File: src/rtl/ebp_pkg.sv
// Constants, register map and state layout for the eight-bit port block.
// Assumes a single 25 MHz clock and a 32-bit APB register bus.
`default_nettype none

package ebp_pkg;

   // ****************************************************************
   // Widths
   // ****************************************************************
   localparam int unsigned PORT_W     = 8;
   localparam int unsigned APB_DATA_W = 32;
   localparam int unsigned REG_ADDR_W = 5;

   // ****************************************************************
   // Register byte offsets
   // ****************************************************************
   localparam logic [REG_ADDR_W-1:0] PIN_LEVEL_OFS     = 5'h00;
   localparam logic [REG_ADDR_W-1:0] OUTPUT_LATCH_OFS  = 5'h04;
   localparam logic [REG_ADDR_W-1:0] DIRECTION_OFS     = 5'h08;
   localparam logic [REG_ADDR_W-1:0] MEMORY_CTRL_OFS   = 5'h0C;
   localparam logic [REG_ADDR_W-1:0] SLAVE_PORT_CTRL_OFS = 5'h10;
   localparam logic [REG_ADDR_W-1:0] STATUS_OFS        = 5'h14;

   // ****************************************************************
   // Field positions
   // ****************************************************************
   localparam int unsigned EXT_BUS_DISABLE_POS = 7;
   localparam int unsigned SLAVE_PORT_MODE_POS = 4;
   localparam int unsigned PSP_READ_POS        = 0;
   localparam int unsigned PSP_WRITE_POS       = 1;
   localparam int unsigned PSP_SELECT_POS      = 2;
   localparam int unsigned CCP_PIN_POS         = 7;
   localparam int unsigned STAT_BUS_ACTIVE_POS = 0;
   localparam int unsigned STAT_REMAP_POS      = 1;
   localparam int unsigned STAT_PSP_POS        = 2;

   // ****************************************************************
   // Reset values
   // ****************************************************************
   localparam logic [PORT_W-1:0] DIRECTION_RESET   = 8'hFF;
   localparam logic [PORT_W-1:0] LATCH_RESET       = 8'h00;
   localparam logic              EXT_BUS_DIS_RESET = 1'b1;
   localparam logic              PSP_MODE_RESET    = 1'b0;
   localparam logic [2:0]        PSP_IDLE          = 3'h7;
   localparam logic [APB_DATA_W-1:0] DATA_ZERO     = 32'h0000_0000;

   // ****************************************************************
   // Whole state of the top module
   // ****************************************************************
   typedef struct packed {
      logic [PORT_W-1:0]     pin_sample;
      logic [PORT_W-1:0]     latch;
      logic [PORT_W-1:0]     direction;
      logic                  ext_bus_disable;
      logic                  slave_port_mode;
      logic                  remap_fuse;
      logic                  internal_mode;
      logic [APB_DATA_W-1:0] prdata;
      logic                  pslverr;
      logic                  ccp_capture;
      logic [2:0]            psp_ctl_n;
      logic [PORT_W-1:0]     bus_in;
   } ebp_state_s;

endpackage

`default_nettype wire

File: src/rtl/ebp_pin_if.sv
// Carrier between the port's register logic and its pin multiplexer.
// Assumes both ends sit in the same clock domain; no clocking here.
`default_nettype none

interface ebp_pin_if;
   import ebp_pkg::*;

   logic [PORT_W-1:0] direction;
   logic [PORT_W-1:0] latch;
   logic              bus_active;
   logic [PORT_W-1:0] bus_out;
   logic [PORT_W-1:0] bus_oe;
   logic              remap_active;
   logic              ccp_out;
   logic [PORT_W-1:0] pin_out;
   logic [PORT_W-1:0] pin_oe;

   modport ctrl (
      output direction, latch, bus_active, bus_out, bus_oe, remap_active, ccp_out,
      input  pin_out, pin_oe
   );

   modport mux (
      input  direction, latch, bus_active, bus_out, bus_oe, remap_active, ccp_out,
      output pin_out, pin_oe
   );

endinterface

`default_nettype wire

File: src/rtl/ebp_pin_mux.sv
// Per-pin output multiplexer of the eight-bit port.
// Assumes all inputs come from flip-flops or from the bus block's registers.
`default_nettype none

module ebp_pin_mux
   import ebp_pkg::*;
(
   ebp_pin_if.mux pins  // Control in, pin drive out
);

   // ****************************************************************
   // Priority: external bus, then timer channel, then latch
   // ****************************************************************
   always_comb
   begin
      pins.pin_out = pins.latch;
      pins.pin_oe  = ~pins.direction;
      if (pins.remap_active && !pins.direction[CCP_PIN_POS])
      begin
         pins.pin_out[CCP_PIN_POS] = pins.ccp_out;
      end
      if (pins.bus_active)
      begin
         // Direction bits play no part while the bus owns the pins
         pins.pin_out = pins.bus_out;
         pins.pin_oe  = pins.bus_oe;
      end
   end

endmodule

`default_nettype wire

File: src/rtl/ebp_port.sv
// Eight-bit general-purpose port with bus, slave-port and timer overrides.
// Assumes an APB master on the same 25 MHz clock, a memory bus sequencer
// that supplies address/data drive, and a host on the parallel slave port.
`default_nettype none

module ebp_port
   import ebp_pkg::*;
#(
   parameter bit          LARGE_PACKAGE = 1'b1,  // Package has the memory bus
   parameter int unsigned APB_ADDR_W    = 12     // Width of paddr
)
(
   input  wire logic                    clock,          // 25 MHz system clock
   input  wire logic                    reset,          // Synchronous, active high
   // APB slave
   input  wire logic                    psel,           // Slave select
   input  wire logic                    penable,        // Access phase
   input  wire logic                    pwrite,         // Write when high
   input  wire logic [APB_ADDR_W-1:0]   paddr,          // Byte address
   input  wire logic [APB_DATA_W-1:0]   pwdata,         // Write data
   input  wire logic [3:0]              pstrb,          // Byte strobes
   output logic                         pready,         // Transfer done
   output logic      [APB_DATA_W-1:0]   prdata,         // Read data
   output logic                         pslverr,        // Unmapped address
   // Pins
   input  wire logic [PORT_W-1:0]       pin_in,         // Pin levels
   output logic      [PORT_W-1:0]       pin_out,        // Pin drive value
   output logic      [PORT_W-1:0]       pin_oe,         // High while driving
   // Configuration
   input  wire logic                    timer_channel_remap_fuse, // Fuse bit
   input  wire logic                    internal_program_mode,    // Mode strap
   // External memory bus sequencer
   input  wire logic [PORT_W-1:0]       bus_high_byte_out, // Address/data out
   input  wire logic [PORT_W-1:0]       bus_high_byte_oe,  // Drive enables
   output logic      [PORT_W-1:0]       bus_high_byte_in,  // Sampled data in
   output logic                         ext_bus_active,    // Bus owns pins
   // Capture/compare/PWM channel
   input  wire logic                    capture_compare_pwm_out,   // Compare/PWM
   output logic                         capture_compare_pwm_in,    // Capture in
   output logic                         capture_compare_pwm_remap, // On bit 7
   // Parallel slave port control
   output logic                         slave_port_mode,    // Mode bit
   output logic                         psp_read_n,         // Read strobe
   output logic                         psp_write_n,        // Write strobe
   output logic                         psp_select_n        // Chip select
);

   // ****************************************************************
   // Elaboration checks
   // ****************************************************************
   if (APB_ADDR_W < REG_ADDR_W)
   begin : g_addr_check
      $error("ebp_port: APB_ADDR_W too narrow for the register map");
   end

   // ****************************************************************
   // Functions
   // ****************************************************************
   // Word-aligned hit on one register offset
   function automatic logic reg_hit(input logic [APB_ADDR_W-1:0] addr,
                                    input logic [REG_ADDR_W-1:0] ofs);
      logic upper_zero;
      upper_zero = (addr >> REG_ADDR_W) == '0;
      return upper_zero && (addr[REG_ADDR_W-1:0] == ofs);
   endfunction

   // Place a port byte in the low lane of a bus word
   function automatic logic [APB_DATA_W-1:0] low_byte(input logic [PORT_W-1:0] b);
      return {{(APB_DATA_W-PORT_W){1'b0}}, b};
   endfunction

   // ****************************************************************
   // State
   // ****************************************************************
   ebp_state_s s;
   ebp_state_s next_s;

   ebp_pin_if pins ();

   logic bus_active;
   logic remap_active;
   logic setup_phase;
   logic write_taken;
   logic low_lane;
   logic [APB_DATA_W-1:0] read_word;
   logic read_mapped;

   // Only the larger package can hand the pins to the memory bus
   assign bus_active   = LARGE_PACKAGE && !s.ext_bus_disable;
   assign remap_active = s.internal_mode && !s.remap_fuse;

   // ****************************************************************
   // APB decode
   // ****************************************************************
   // No wait cycles: read data is registered in setup, answered in access
   assign setup_phase = psel && !penable;
   assign write_taken = psel && penable && pwrite;
   assign low_lane    = pstrb[0];

   always_comb
   begin
      read_word   = DATA_ZERO;
      read_mapped = 1'b1;
      if (reg_hit(paddr, PIN_LEVEL_OFS))
      begin
         read_word = low_byte(s.pin_sample);
      end
      else if (reg_hit(paddr, OUTPUT_LATCH_OFS))
      begin
         read_word = low_byte(s.latch);
      end
      else if (reg_hit(paddr, DIRECTION_OFS))
      begin
         read_word = low_byte(s.direction);
      end
      else if (reg_hit(paddr, MEMORY_CTRL_OFS))
      begin
         read_word[EXT_BUS_DISABLE_POS] = s.ext_bus_disable;
      end
      else if (reg_hit(paddr, SLAVE_PORT_CTRL_OFS))
      begin
         read_word[SLAVE_PORT_MODE_POS] = s.slave_port_mode;
      end
      else if (reg_hit(paddr, STATUS_OFS))
      begin
         read_word[STAT_BUS_ACTIVE_POS] = bus_active;
         read_word[STAT_REMAP_POS]      = remap_active;
         read_word[STAT_PSP_POS]        = s.slave_port_mode && !bus_active;
      end
      else
      begin
         read_mapped = 1'b0;
      end
   end

   // ****************************************************************
   // Next state
   // ****************************************************************
   always_comb
   begin
      next_s = s;

      // Pins are sampled every cycle; the bus sequencer gets its own sample only while the bus is active
      next_s.pin_sample = pin_in;

      if (setup_phase)
      begin
         next_s.prdata  = pwrite ? DATA_ZERO : read_word;
         next_s.pslverr = !read_mapped;
      end

      if (write_taken && low_lane)
      begin
         if (reg_hit(paddr, PIN_LEVEL_OFS))
         begin
            // Writing the pin-level register lands in the latch
            next_s.latch = pwdata[PORT_W-1:0];
         end
         else if (reg_hit(paddr, OUTPUT_LATCH_OFS))
         begin
            next_s.latch = pwdata[PORT_W-1:0];
         end
         else if (reg_hit(paddr, DIRECTION_OFS))
         begin
            next_s.direction = pwdata[PORT_W-1:0];
         end
         else if (reg_hit(paddr, MEMORY_CTRL_OFS))
         begin
            next_s.ext_bus_disable = pwdata[EXT_BUS_DISABLE_POS];
         end
         else if (reg_hit(paddr, SLAVE_PORT_CTRL_OFS))
         begin
            // Direction bits are left alone; software sets them itself
            next_s.slave_port_mode = pwdata[SLAVE_PORT_MODE_POS];
         end
      end

      // Inbound data for the memory bus, whatever the direction bits say
      if (bus_active)
      begin
         next_s.bus_in = pin_in;
      end

      // Capture input only when the remapped pin is an input
      next_s.ccp_capture = remap_active && s.direction[CCP_PIN_POS] && !bus_active
                           ? pin_in[CCP_PIN_POS]
                           : 1'b0;

      // Slave port strobes; the memory bus wins over them
      if (s.slave_port_mode && !bus_active)
      begin
         next_s.psp_ctl_n = {pin_in[PSP_SELECT_POS],
                             pin_in[PSP_WRITE_POS],
                             pin_in[PSP_READ_POS]};
      end
      else
      begin
         next_s.psp_ctl_n = PSP_IDLE;
      end

      if (reset)
      begin
         next_s.pin_sample      = pin_in;
         next_s.latch           = LATCH_RESET;
         next_s.direction       = DIRECTION_RESET;
         next_s.ext_bus_disable = EXT_BUS_DIS_RESET;
         next_s.slave_port_mode = PSP_MODE_RESET;
         // Straps are followed while reset is held and frozen at release
         next_s.remap_fuse      = timer_channel_remap_fuse;
         next_s.internal_mode   = internal_program_mode;
         next_s.prdata          = DATA_ZERO;
         next_s.pslverr         = 1'b0;
         next_s.ccp_capture     = 1'b0;
         next_s.psp_ctl_n       = PSP_IDLE;
         next_s.bus_in          = LATCH_RESET;
      end
   end

   always_ff @(posedge clock)
   begin
      s <= next_s;
   end

   // ****************************************************************
   // Pin multiplexer
   // ****************************************************************
   assign pins.direction    = s.direction;
   assign pins.latch        = s.latch;
   assign pins.bus_active   = bus_active;
   assign pins.bus_out      = bus_high_byte_out;
   assign pins.bus_oe       = bus_high_byte_oe;
   assign pins.remap_active = remap_active;
   assign pins.ccp_out      = capture_compare_pwm_out;

   ebp_pin_mux u_pin_mux (
      .pins (pins.mux)
   );

   // Reset state drives the pins as inputs, so no pin moves at power-up
   assign pin_out = pins.pin_out;
   assign pin_oe  = pins.pin_oe;

   // ****************************************************************
   // Outputs
   // ****************************************************************
   assign pready                    = psel && penable;
   assign prdata                    = s.prdata;
   assign pslverr                   = psel && penable && s.pslverr;
   assign bus_high_byte_in          = s.bus_in;
   assign ext_bus_active            = bus_active;
   assign capture_compare_pwm_in    = s.ccp_capture;
   assign capture_compare_pwm_remap = remap_active;
   assign slave_port_mode           = s.slave_port_mode;
   assign psp_read_n                = s.psp_ctl_n[0];
   assign psp_write_n               = s.psp_ctl_n[1];
   assign psp_select_n              = s.psp_ctl_n[2];

endmodule

`default_nettype wire

File: config.mk
export PLATFORM = sky130hd
export DESIGN_NAME = ebp_port
export DESIGN_NICKNAME = d
export VERILOG_FILES = /design/src/rtl/ebp_pkg.sv /design/src/rtl/ebp_pin_if.sv /design/src/rtl/ebp_pin_mux.sv /design/src/rtl/ebp_port.sv
export SDC_FILE = /design/constraint.sdc
export NUM_CORES = 1
export LEC_CHECK = 0
export ABC_AREA = 1
export ABC_CLOCK_PERIOD_IN_PS = 1700
export BUFFER_PORTS_ARGS = -buffer_cell sky130_fd_sc_hd__buf_4
export CORE_UTILIZATION = 40
export DETAILED_ROUTE_END_ITERATION = 8
export PLACE_DENSITY = 0.81
export SETUP_SLACK_MARGIN = 0.15
export SYNTH_ARGS = -nofsm -noshare
export SYNTH_HDL_FRONTEND = slang
export SYNTH_SLANG_ARGS = --single-unit
File: constraint.sdc
create_clock -name clock -period 1.7 [get_ports clock]
set_input_delay 0.34 -clock clock [delete_from_list [all_inputs] [get_ports clock]]
set_output_delay 0.34 -clock clock [all_outputs]
set_load 0.01 [all_outputs]
==> summary.txt, run 1 <==
Floorplan
  – Die ar.: 6950 um2
  – Initial core utilization: 0.415
  – Site row count: 29
  – DIE HEIGHT: 83.4 um
  – Core area: 6390 um2
  – Chip width: 83.4 um
  – I/O pins: 145

Placement
  – Detailed-placement wirelength estimate: 5.14 mm
  – Dpl ws: 0.0411 ns
  – Port-buffer cells: 93
  – Placed cell count: 506
  – Gp weighted congestion: 0.867

Clock network
  – Total CTS buffers: 5
  – Root Driver: clkbuf_8
  – Clk sink count: 49
  – Hold Buf Count CTS: 0
  – CTS Buffer Depth: 2
  – H-tree depth: 2
  – Clk slew on worst S/H paths: 0.10 ns
  – Skew-Pair Late Insertion Delay: 0.31 ns
  – CTS tree: built

Synthesis
  – Register area share after synthesis: 0.378
  – Syn Inst Count: 350
  – Post-Syn Area per Cell: 7.57 um2
  – Number of synthesized flops with an enable pin: 2
  – Syn. warnings: 0
  – Distinct cells, synth: 34
  – Synth top area cells: dfxtp_1, buf_4, nand2_1, o21ai_0, inv_1
  – Yosys reg bits: 49
  – Count leader, synth: nand2_1
  – Top-area cell type share of the netlist area: 0.355
  – Synth Flop Type: dfxtp_1
  – Area leader, netlist: dfxtp_1
  – Mapped cell area: 2650 um2
  – Most common library cells after synthesis: nand2_1, dfxtp_1, buf_4, o21ai_0, inv_1
  – Async S/R FF share, synth: 0

Cells and area
  – Antenna diode count: 0
  – Non-Filler Instances: 520
  – Layout overhead on the synthesized area: 33.5%
  – # fillers: 583
  – Share of cells above drive strength 1: 0.386
  – Final net count: 522

STA
  – Setup Viol. Count Final: 1
  – Hold WS: 0.141 ns
  – Max Freq: 562 MHz
  – RSZ-0062 raised after global routing: true
  – Count of final max-slew check failures: 0
  – Final Hold Fails: 0
  – Final setup skew: 0.00595 ns
  – Fin crit share: 1.05
  – Setup ws final: -0.0788 ns
  – Post-layout minimum cycle time: 1.78 ns
  – Setup total negative slack: -0.0788 ns

Min path
  – Hold wc startpoint: pin_in[1]
  – Worst Hold Class: in2reg
  – Worst Hold Depth: 1

Worst setup path
  – R2R depth: 10
  – Worst Setup End Kind: output pin
  – CP required: 1.36 ns
  – Critical path type: reg2out
  – Max FO, Critical Path: 3
  – Critical path origin: s[46]
  – R2r startpoint: s[46]
  – CP startpoint kind: flop
  – WP data arrival: 1.44 ns

Status
  – Status: complete, but fails checks
  – Failing checks: negative setup slack

Global routing
  – First-pass GRT wire length: 11.2 mm
  – GR Util All Layers: 0.199
  – Initial antenna violation count: 0
  – Total grt overflow: 0
  – Via count of the first global-routing pass: 2443
  – Pin count of the biggest net entering global routing: 18

Routing
  – Total length of routed wires: 6.86 mm
  – Via count: 2507
  – Drc violations: 0
  – Final ANT Viol Nets: 0
  – Vias per cell: 4.82
  – Average wire per standard cell: 13.2 um
  – Pre-antenna DRT Iters: 5
  – Starting DRC count in detailed routing: 157

Power and ir drop
  – Power density cells: 599 nW/um2
  – Pleak: 1.73 nW
  – Peak VDD IR: 0.307 mV
  – Total power: 2.12 mW

Run
  – Max-Cap Viols: 0
-- through the flow --
stage / cell area [um2] / utilization
3_3_place_gp: 3280 / 0.513
5_1_grt: 3540 / 0.554
6_report: 3540 / 0.554
3_5_place_dp: 3280 / 0.513
2_1_floorplan: 2740 / -
4_1_cts: 3430 / 0.537
-- metal layers --
metal,share of wire,vias up,global-route usage
met5,0,-,0
met4,0.024,0,0.0737
met3,0.053,17,0.0457
met2,0.50,91,0.346
met1,0.42,1136,0.238
li1,-,1263,-
-- worst max-delay path, cell delays in order (launching register included) --
cell and delay, ns:
edfxtp_1 0.39, nor2_2 0.15, inv_2 0.07, o21ai_2 0.12
o311ai_2 0.10, buf_4 0.15, nand2_2 0.05, buf_6 0.09
-- path summary, 6_finish.rpt --
| check | slack (ns) | end |
|---|---|---|
| max reg2reg | 0.33 | prdata[1] |
| min | 0.14 | s[66] |
| min reg2reg | 0.47 | prdata[2] |
| max | -0.08 | pin_out[7] |
-- state kept, by name, indices dropped and copies added (netlist names) --
name,flops
bus_high_byte_in,8
capture_compare_pwm_in,1
pins.direction,8
pins.latch,8
prdata,8
psp_read_n,1
psp_select_n,1
psp_write_n,1
s,12
slave_port_mode,1
-- layout by cell type (no fill, tap or decap), drive strengths merged --
cell type / count
clkinv: 1
nand3: 25
clkinvlp: 2
o311ai: 1
o21a: 1
a21oi: 24
nand4: 7
nor2: 31
buf: 114
o21ai: 40
inv: 32
clkbuf: 6
o21bai: 1
edfxtp: 2
nand2: 77
nor3: 1
nand3b: 2
dfxtp: 47
o211ai: 5
conb: 24
-- cell type report --
class,count,area [um2],area share
clock buffer,5,68.8,0.0195
timing repair buffer,115,932,0.264
sequential,49,1010,0.284
clock inverter,3,26.3,0.00743
multi-input combinational,239,1280,0.362
tap,77,96.3,0.0272
inverter,32,128,0.0361
-- cell families (layout without fill, tap and decap cells) --
| logic type | Yosys count | count (layout) | synth area share |
|---|---|---|---|
| AND/OR/NAND/NOR | 143 | 143 | 0.269 |
| flip-flops | 49 | 49 | 0.378 |
| AO/OA/AOI/OAI | 72 | 72 | 0.156 |
| buffers and inverters | 85 | 155 | 0.196 |
| other | 1 | 24 | 0.00142 |
-- timing repair --
item                                    4_1_cts  5_1_grt
resized for setup                            19       29
endpoints found under the setup margin       17       13
gates cloned                                  1        1
pin swaps                                     2        6
setup buffers                                 2        2
-- power by group --
part	switching (mW)	internal, mW
combinational	0.121	0.110
clock	0.416	0.299
sequential	0.00443	1.17
total	0.541	1.58
No activity file was read; power rests on OpenSTA's default activity.
==> inputs of run 2 (changes only) <==
- CORE_MARGIN: not set -> 3
==> run 2 against run 1 <==
  * The run now ends clean
  * Fmax rose by 4.7%
  * Combinational power rose by 4%
  * Sequential share of layout area rose by 0.37 points
  * Critical path depth fell by 2
  * Largest power group unchanged
==> summary.txt, run 2 (synthesized netlist as in run 1, its figures left out) <==
Status
  – Status: completed

Power and ir drop
  – Sw frac: 0.258 (+0.00310)
  – Clock share of power: 0.339 (+0.002)
  – Power density cells: 613 nW/um2 (+2.2%)
  – Peak VDD IR: 0.301 mV (-2.0%)
  – Sequential power share: 0.549 (-0.005)
  – Int Pwr: 1.59 mW (+0.49%)
  – Pleak: 1.70 nW (-1.6%)
  – Switching pwr: 0.553 mW (+2.1%)
  – Logic pwr share: 0.112 (+0.003)

STA
  – Final Hold Fails: 0 (unchanged)
  – Count of final max-slew check failures: 0 (unchanged)
  – Max Freq: 589 MHz (+4.7%)
  – Fin crit share: 0.999 (-0.0474)
  – Final setup skew: 0.00789 ns (+0.00194 ns)
  – Setup Viol. Count Final: 0 (-1)
  – RSZ-0062 raised after global routing: true
  – Setup total negative slack: 0 ns (+0.0788 ns)
  – Post-layout minimum cycle time: 1.70 ns (-0.0806 ns)

Cells and area
  – Layout overhead on the synthesized area: 31.8%
  – Antenna diode count: 0 (unchanged)
  – Design area: 3490 um2 (-1.3%)
  – Share of cells above drive strength 1: 0.368 (-0.0184)
  – Final net count: 517 (-0.96%)
  – Register area: 1010 um2 (unchanged)
  – Most flops, register: s
  – Most common cell after layout, fill and taps aside: buf_4
  – Number of flip-flops in the largest register: 12 (unchanged)
  – Non-Filler Instances: 515 (-0.96%)
  – Most frequent cells in the layout: buf_4, nand2_1, dfxtp_1
  – # fillers: 608 (+4.3%)
  – Area of the multi-input gates: 1260 um2 (-1.9%)

Clock network
  – CTS Buffer Depth: 2 (unchanged)
  – Skew-Pair Late Insertion Delay: 0.31 ns (about the same)
  – Hold Buf Count CTS: 0 (unchanged)
  – Total CTS buffers: 5 (unchanged)
  – Root Driver: clkbuf_8
  – Clk sink count: 49 (unchanged)
  – H-tree depth: 2 (unchanged)
  – Clk slew on worst S/H paths: 0.10 ns (about the same)
  – CTS tree: built

Floorplan
  – I/O pins: 145 (unchanged)
  – DIE HEIGHT: 87.4 um (+4.8%)
  – Initial core utilization: 0.415 (unchanged)
  – Core area: 6390 um2 (unchanged)
  – Chip width: 87.4 um (+4.8%)
  – Die ar.: 7630 um2 (+9.8%)
  – Site row count: 29 (unchanged)

Worst setup path
  – Critical path origin: s[46]
  – R2r startpoint: s[46]
  – WP data arrival: 1.36 ns (-0.08 ns)
  – Max FO, Critical Path: 3 (unchanged)
  – CP startpoint kind: flop
  – Critical path type: reg2out
  – Worst Setup End Kind: output pin
  – CP required: 1.36 ns (about the same)

Routing
  – Drc violations: 0 (unchanged)
  – Average wire per standard cell: 13.5 um (+2.6%)
  – Final ANT Viol Nets: 0 (unchanged)
  – Total length of routed wires: 6.98 mm (+1.6%)
  – Pre-antenna DRT Iters: 4 (-1)
  – Vias per cell: 4.84 (+0.37%)
  – Via count: 2492 (-0.60%)
  – Starting DRC count in detailed routing: 127 (-19%)

Global routing
  – Via count of the first global-routing pass: 2270 (-7.1%)
  – Pin count of the biggest net entering global routing: 23 (+5)
  – Routing usage on met1: 0.207 (-0.0309)
  – Grt met3 use: 0.0501 (+0.00442)
  – GR Util All Layers: 0.174 (-0.0258)
  – First-pass GRT wire length: 10.5 mm (-5.9%)
  – GRT Max-Usage Layer: met2
  – Initial antenna violation count: 0 (unchanged)
  – Met2 Usage GRT: 0.303 (-0.0431)
  – Total grt overflow: 0 (unchanged)

Min path
  – Hold wc startpoint: pin_in[0]
  – Worst Hold Class: in2reg

Placement
  – Placed cell count: 499 (-1.4%)
  – Port-buffer cells: 93 (unchanged)
  – Gp weighted congestion: 0.852 (-1.7%)
  – Area after DPL: 3210 um2 (-2.0%)
  – Detailed-placement wirelength estimate: 5.21 mm (+1.5%)

Run
  – Max-Cap Viols: 0 (unchanged)
## run 2: cell count changes in the layout (fill, tap and decap cells not counted)
cell / delta
buf_16: +1
buf_4: -5
buf_6: -1
nand2_1: +2
nand2_2: -2
o21ai_1: +3
o21ai_2: -2
o21ai_4: -1
## run 2: what timing repair did
action / CTS / global route
gates cloned: 1 / 1
resized for setup: 21 / 22
buffers inserted: 2 / 4
pin swaps: 3 / 4
endpoints found under the setup margin: 16 / 10
## run 2: power by group through the flow
stage	combinational (mW)	clock [mW]	sequential, mW
global route	0.264	0.791	1.18
floorplan	0.130	0	1.20
finish	0.240	0.725	1.17
detailed placement	0.221	0	1.20
global placement	0.217	0	1.20
CTS	0.228	0.741	1.18
## run 2: layer usage
metal	up-vias	routed length, um
met4	0	73
met5	-	0
li1	1254	-
met2	93	3570
met3	8	570
met1	1137	2770
## run 2: through the flow
| step | setup WS (ns) | utilization | total power [mW] | hold slack, ns |
|---|---|---|---|---|
| 6_report | 0.00182 | 0.547 | 2.14 | 0.140 |
| 3_3_place_gp | 0.0484 | 0.503 | 1.42 | 0.453 |
| 2_1_floorplan | 0.271 | - | 1.33 | 0.368 |
| 5_1_grt | -0.107 | 0.547 | 2.23 | 0.116 |
| 3_5_place_dp | 0.0373 | 0.503 | 1.42 | 0.454 |
| 4_1_cts | -0.0304 | 0.530 | 2.15 | 0.127 |
## run 2: final timing paths
| path | cells after the start | slack, ns | to |
|---|---|---|---|
| worst max-delay path | 5 | 0.002 | pin_out[7] |
| worst min-delay path | 1 | 0.14 | s[65] |
| worst max register to register | 10 | 0.36 | prdata[1] |
| worst min register to register | 2 | 0.47 | prdata[6] |
## run 2: final cells by class
type | count | share of cell area
inverters | 32 | 0.0365
clock buffers | 5 | 0.0197
repair buffers | 110 | 0.261
multi-input cells | 239 | 0.360
clock inverters | 3 | 0.00752
well taps | 77 | 0.0276
flip-flops and latches | 49 | 0.288
## run 2: critical path, cell delays in order (launching register included)
cell and delay (ns):
edfxtp_1 0.39, nor2_2 0.16, inv_2 0.07, o311ai_2 0.21
nand2_1 0.10, buf_6 0.12
==> inputs of run 3 (changes only) <==
- REMOVE_ABC_BUFFERS: not set -> 1
==> run 3 against run 2 <==
  * Via count decreased by 1.7%
  * Final area decreased by 0.18%
  * Clock-buffer cell count increased by 2
  * Final cell count decreased by 0.19%
  * Clock skew decreased by 0.00063 ns
  * Clock power decreased by 6.5%
  * Global-route usage decreased by 0.13 points
  * Register-to-register slack improved by 0.04 ns
  * First-iteration DRC count increased by 4.7%
  * Sequential power about the same
  * Fmax increased by 0.50%
  * Utilization decreased by 0.098 points
==> summary.txt, run 3 (synthesized netlist as in run 1, its figures left out) <==
Floorplan
  – Site row count: 29 (unchanged)
  – Core area: 6390 um2 (unchanged)
  – DIE HEIGHT: 87.4 um (unchanged)
  – Die ar.: 7630 um2 (unchanged)
  – I/O pins: 145 (unchanged)
  – Initial core utilization: 0.415 (unchanged)
  – Chip width: 87.4 um (unchanged)

Global routing
  – Pin count of the biggest net entering global routing: 25 (+8.7%)
  – Initial antenna violation count: 0 (unchanged)
  – Via count of the first global-routing pass: 2360 (+4.0%)
  – GR Util All Layers: 0.172 (-0.00134)
  – First-pass GRT wire length: 10.5 mm (-0.19%)
  – Total grt overflow: 0 (unchanged)

Worst setup path
  – Crit-path cells: nor2_2 -> inv_2 -> o311ai_4 -> nand2_1 -> buf_4
  – Cell family with most CP delay: flip-flops
  – CP startpoint kind: flop
  – Max FO, Critical Path: 3 (unchanged)
  – Reg2Reg Capture Point: prdata[1]
  – Critical path type: reg2out
  – CP bufs+invs: 2 (unchanged)
  – R2R depth: 10 (unchanged)
  – R2r startpoint: s[46]
  – CP Depth: 5 (unchanged)
  – CP required: 1.36 ns (about the same)
  – WP data arrival: 1.35 ns (about the same)
  – Critical Path End: pin_out[7]
  – R2r setup slk: 0.40 ns (+0.04 ns)
  – Critical path origin: s[46]
  – Largest stage delay, worst path: 0.39 ns (about the same)
  – Worst Setup End Kind: output pin
  – Critical-path top delay cell: edfxtp_1

STA
  – Fin crit share: 0.994 (-0.00497)
  – Max Freq: 592 MHz (+0.50%)
  – Setup Viol. Count Final: 0 (unchanged)
  – Final setup skew: 0.00726 ns (-0.000630 ns)
  – Hold WS: 0.144 ns (+0.00466 ns)
  – RSZ-0062 raised after global routing: true
  – Post-layout minimum cycle time: 1.69 ns (-0.00845 ns)
  – Final Hold Fails: 0 (unchanged)
  – Setup total negative slack: 0 ns (unchanged)
  – Count of final max-slew check failures: 0 (unchanged)

Power and ir drop
  – Peak VDD IR: 0.389 mV (+29%)
  – Pleak: 1.69 nW (-0.60%)
  – Power density cells: 599 nW/um2 (-2.3%)

Cells and area
  – Most frequent cells in the layout: buf_4, nand2_1, dfxtp_1
  – Non-Filler Instances: 514 (-0.19%)
  – Area of the multi-input gates: 1260 um2 (unchanged)
  – Final net count: 516 (-0.19%)
  – Most flops, register: s
  – Most common cell after layout, fill and taps aside: buf_4
  – Share of cells above drive strength 1: 0.352 (-0.0152)
  – Antenna diode count: 0 (unchanged)
  – # fillers: 602 (-0.99%)
  – Register area: 1010 um2 (unchanged)
  – Layout overhead on the synthesized area: 31.6%
  – Number of flip-flops in the largest register: 12 (unchanged)

Routing
  – Drc violations: 0 (unchanged)
  – Final ANT Viol Nets: 0 (unchanged)
  – Average wire per standard cell: 13.1 um (-3.5%)
  – Vias per cell: 4.77 (-1.5%)
  – Total length of routed wires: 6.72 mm (-3.7%)
  – Pre-antenna DRT Iters: 4 (unchanged)
  – Starting DRC count in detailed routing: 133 (+4.7%)
  – Via count: 2450 (-1.7%)

Placement
  – Placed cell count: 503 (+0.80%)
  – Port-buffer cells: 93 (unchanged)
  – Gp weighted congestion: 0.865 (+1.4%)
  – Detailed-placement wirelength estimate: 4.98 mm (-4.4%)

Clock network
  – Clk slew on worst S/H paths: 0.09 ns (about the same)
  – Total CTS buffers: 5 (unchanged)
  – CTS tree: built
  – CTS Buffer Depth: 2 (unchanged)
  – Skew-Pair Late Insertion Delay: 0.30 ns (about the same)
  – Clk sink count: 49 (unchanged)
  – Root Driver: clkbuf_8
  – H-tree depth: 2 (unchanged)

Min path
  – Worst Hold Class: in2reg
  – Hold wc startpoint: pin_in[3]

Run
  – Max-Cap Viols: 0 (unchanged)

Status
  – Status: completed
==> run 3: area by class of cell <==
cell class	count	area share
Sequential cell	49	0.289
Inverter	32	0.0359
Clock inverter	1	0.00215
Tap cell	77	0.0276
Clock buffer	7	0.0219
Timing Repair Buffer	109	0.263
Multi-Input combinational cell	239	0.360
==> run 3: worst min-delay path by stage <==
stage	end	slack, ns	cells after the start
2_1_floorplan	s[65]	0.37	0
3_3_place_gp	s[70]	0.45	1
3_5_place_dp	s[71]	0.46	1
4_1_cts	s[68]	0.14	1
5_1_grt	s[68]	0.13	1
6_report	s[68]	0.14	1
==> run 3: per-layer routing <==
layer	global-route usage	part of all wire
met5	0	0
met4	0.0265	0.0074
met3	0.0454	0.084
met2	0.318	0.51
met1	0.201	0.40
==> run 3: metrics by stage <==
stage                      util  cell area (um2)  power [mW]  setup slack (ns)
after floorplan               -             2340        1.28            0.0682
after global placement    0.514             3280        1.42            0.0730
after detailed placement  0.514             3280        1.43            0.0372
after CTS                 0.532             3400        2.09            0.0225
after global routing      0.546             3490        2.18           -0.0437
final                     0.546             3490        2.09            0.0103
==> run 3: timing repair <==
| action | CTS | global route |
|---|---|---|
| pin swaps | 1 | 1 |
| setup buffers | 1 | 1 |
| endpoints found under the setup margin | 11 | 16 |
| resized for setup | 11 | 26 |
| hold buffers | 0 | 0 |
| endpoints found under the hold margin | 0 | 0 |
| gates cloned | 0 | 1 |
==> run 3: power breakdown <==
group	switching (mW)	internal [mW]	total [mW]
Combinational	0.122	0.113	0.235
Clock	0.386	0.292	0.678
Sequential	0.00511	1.17	1.17
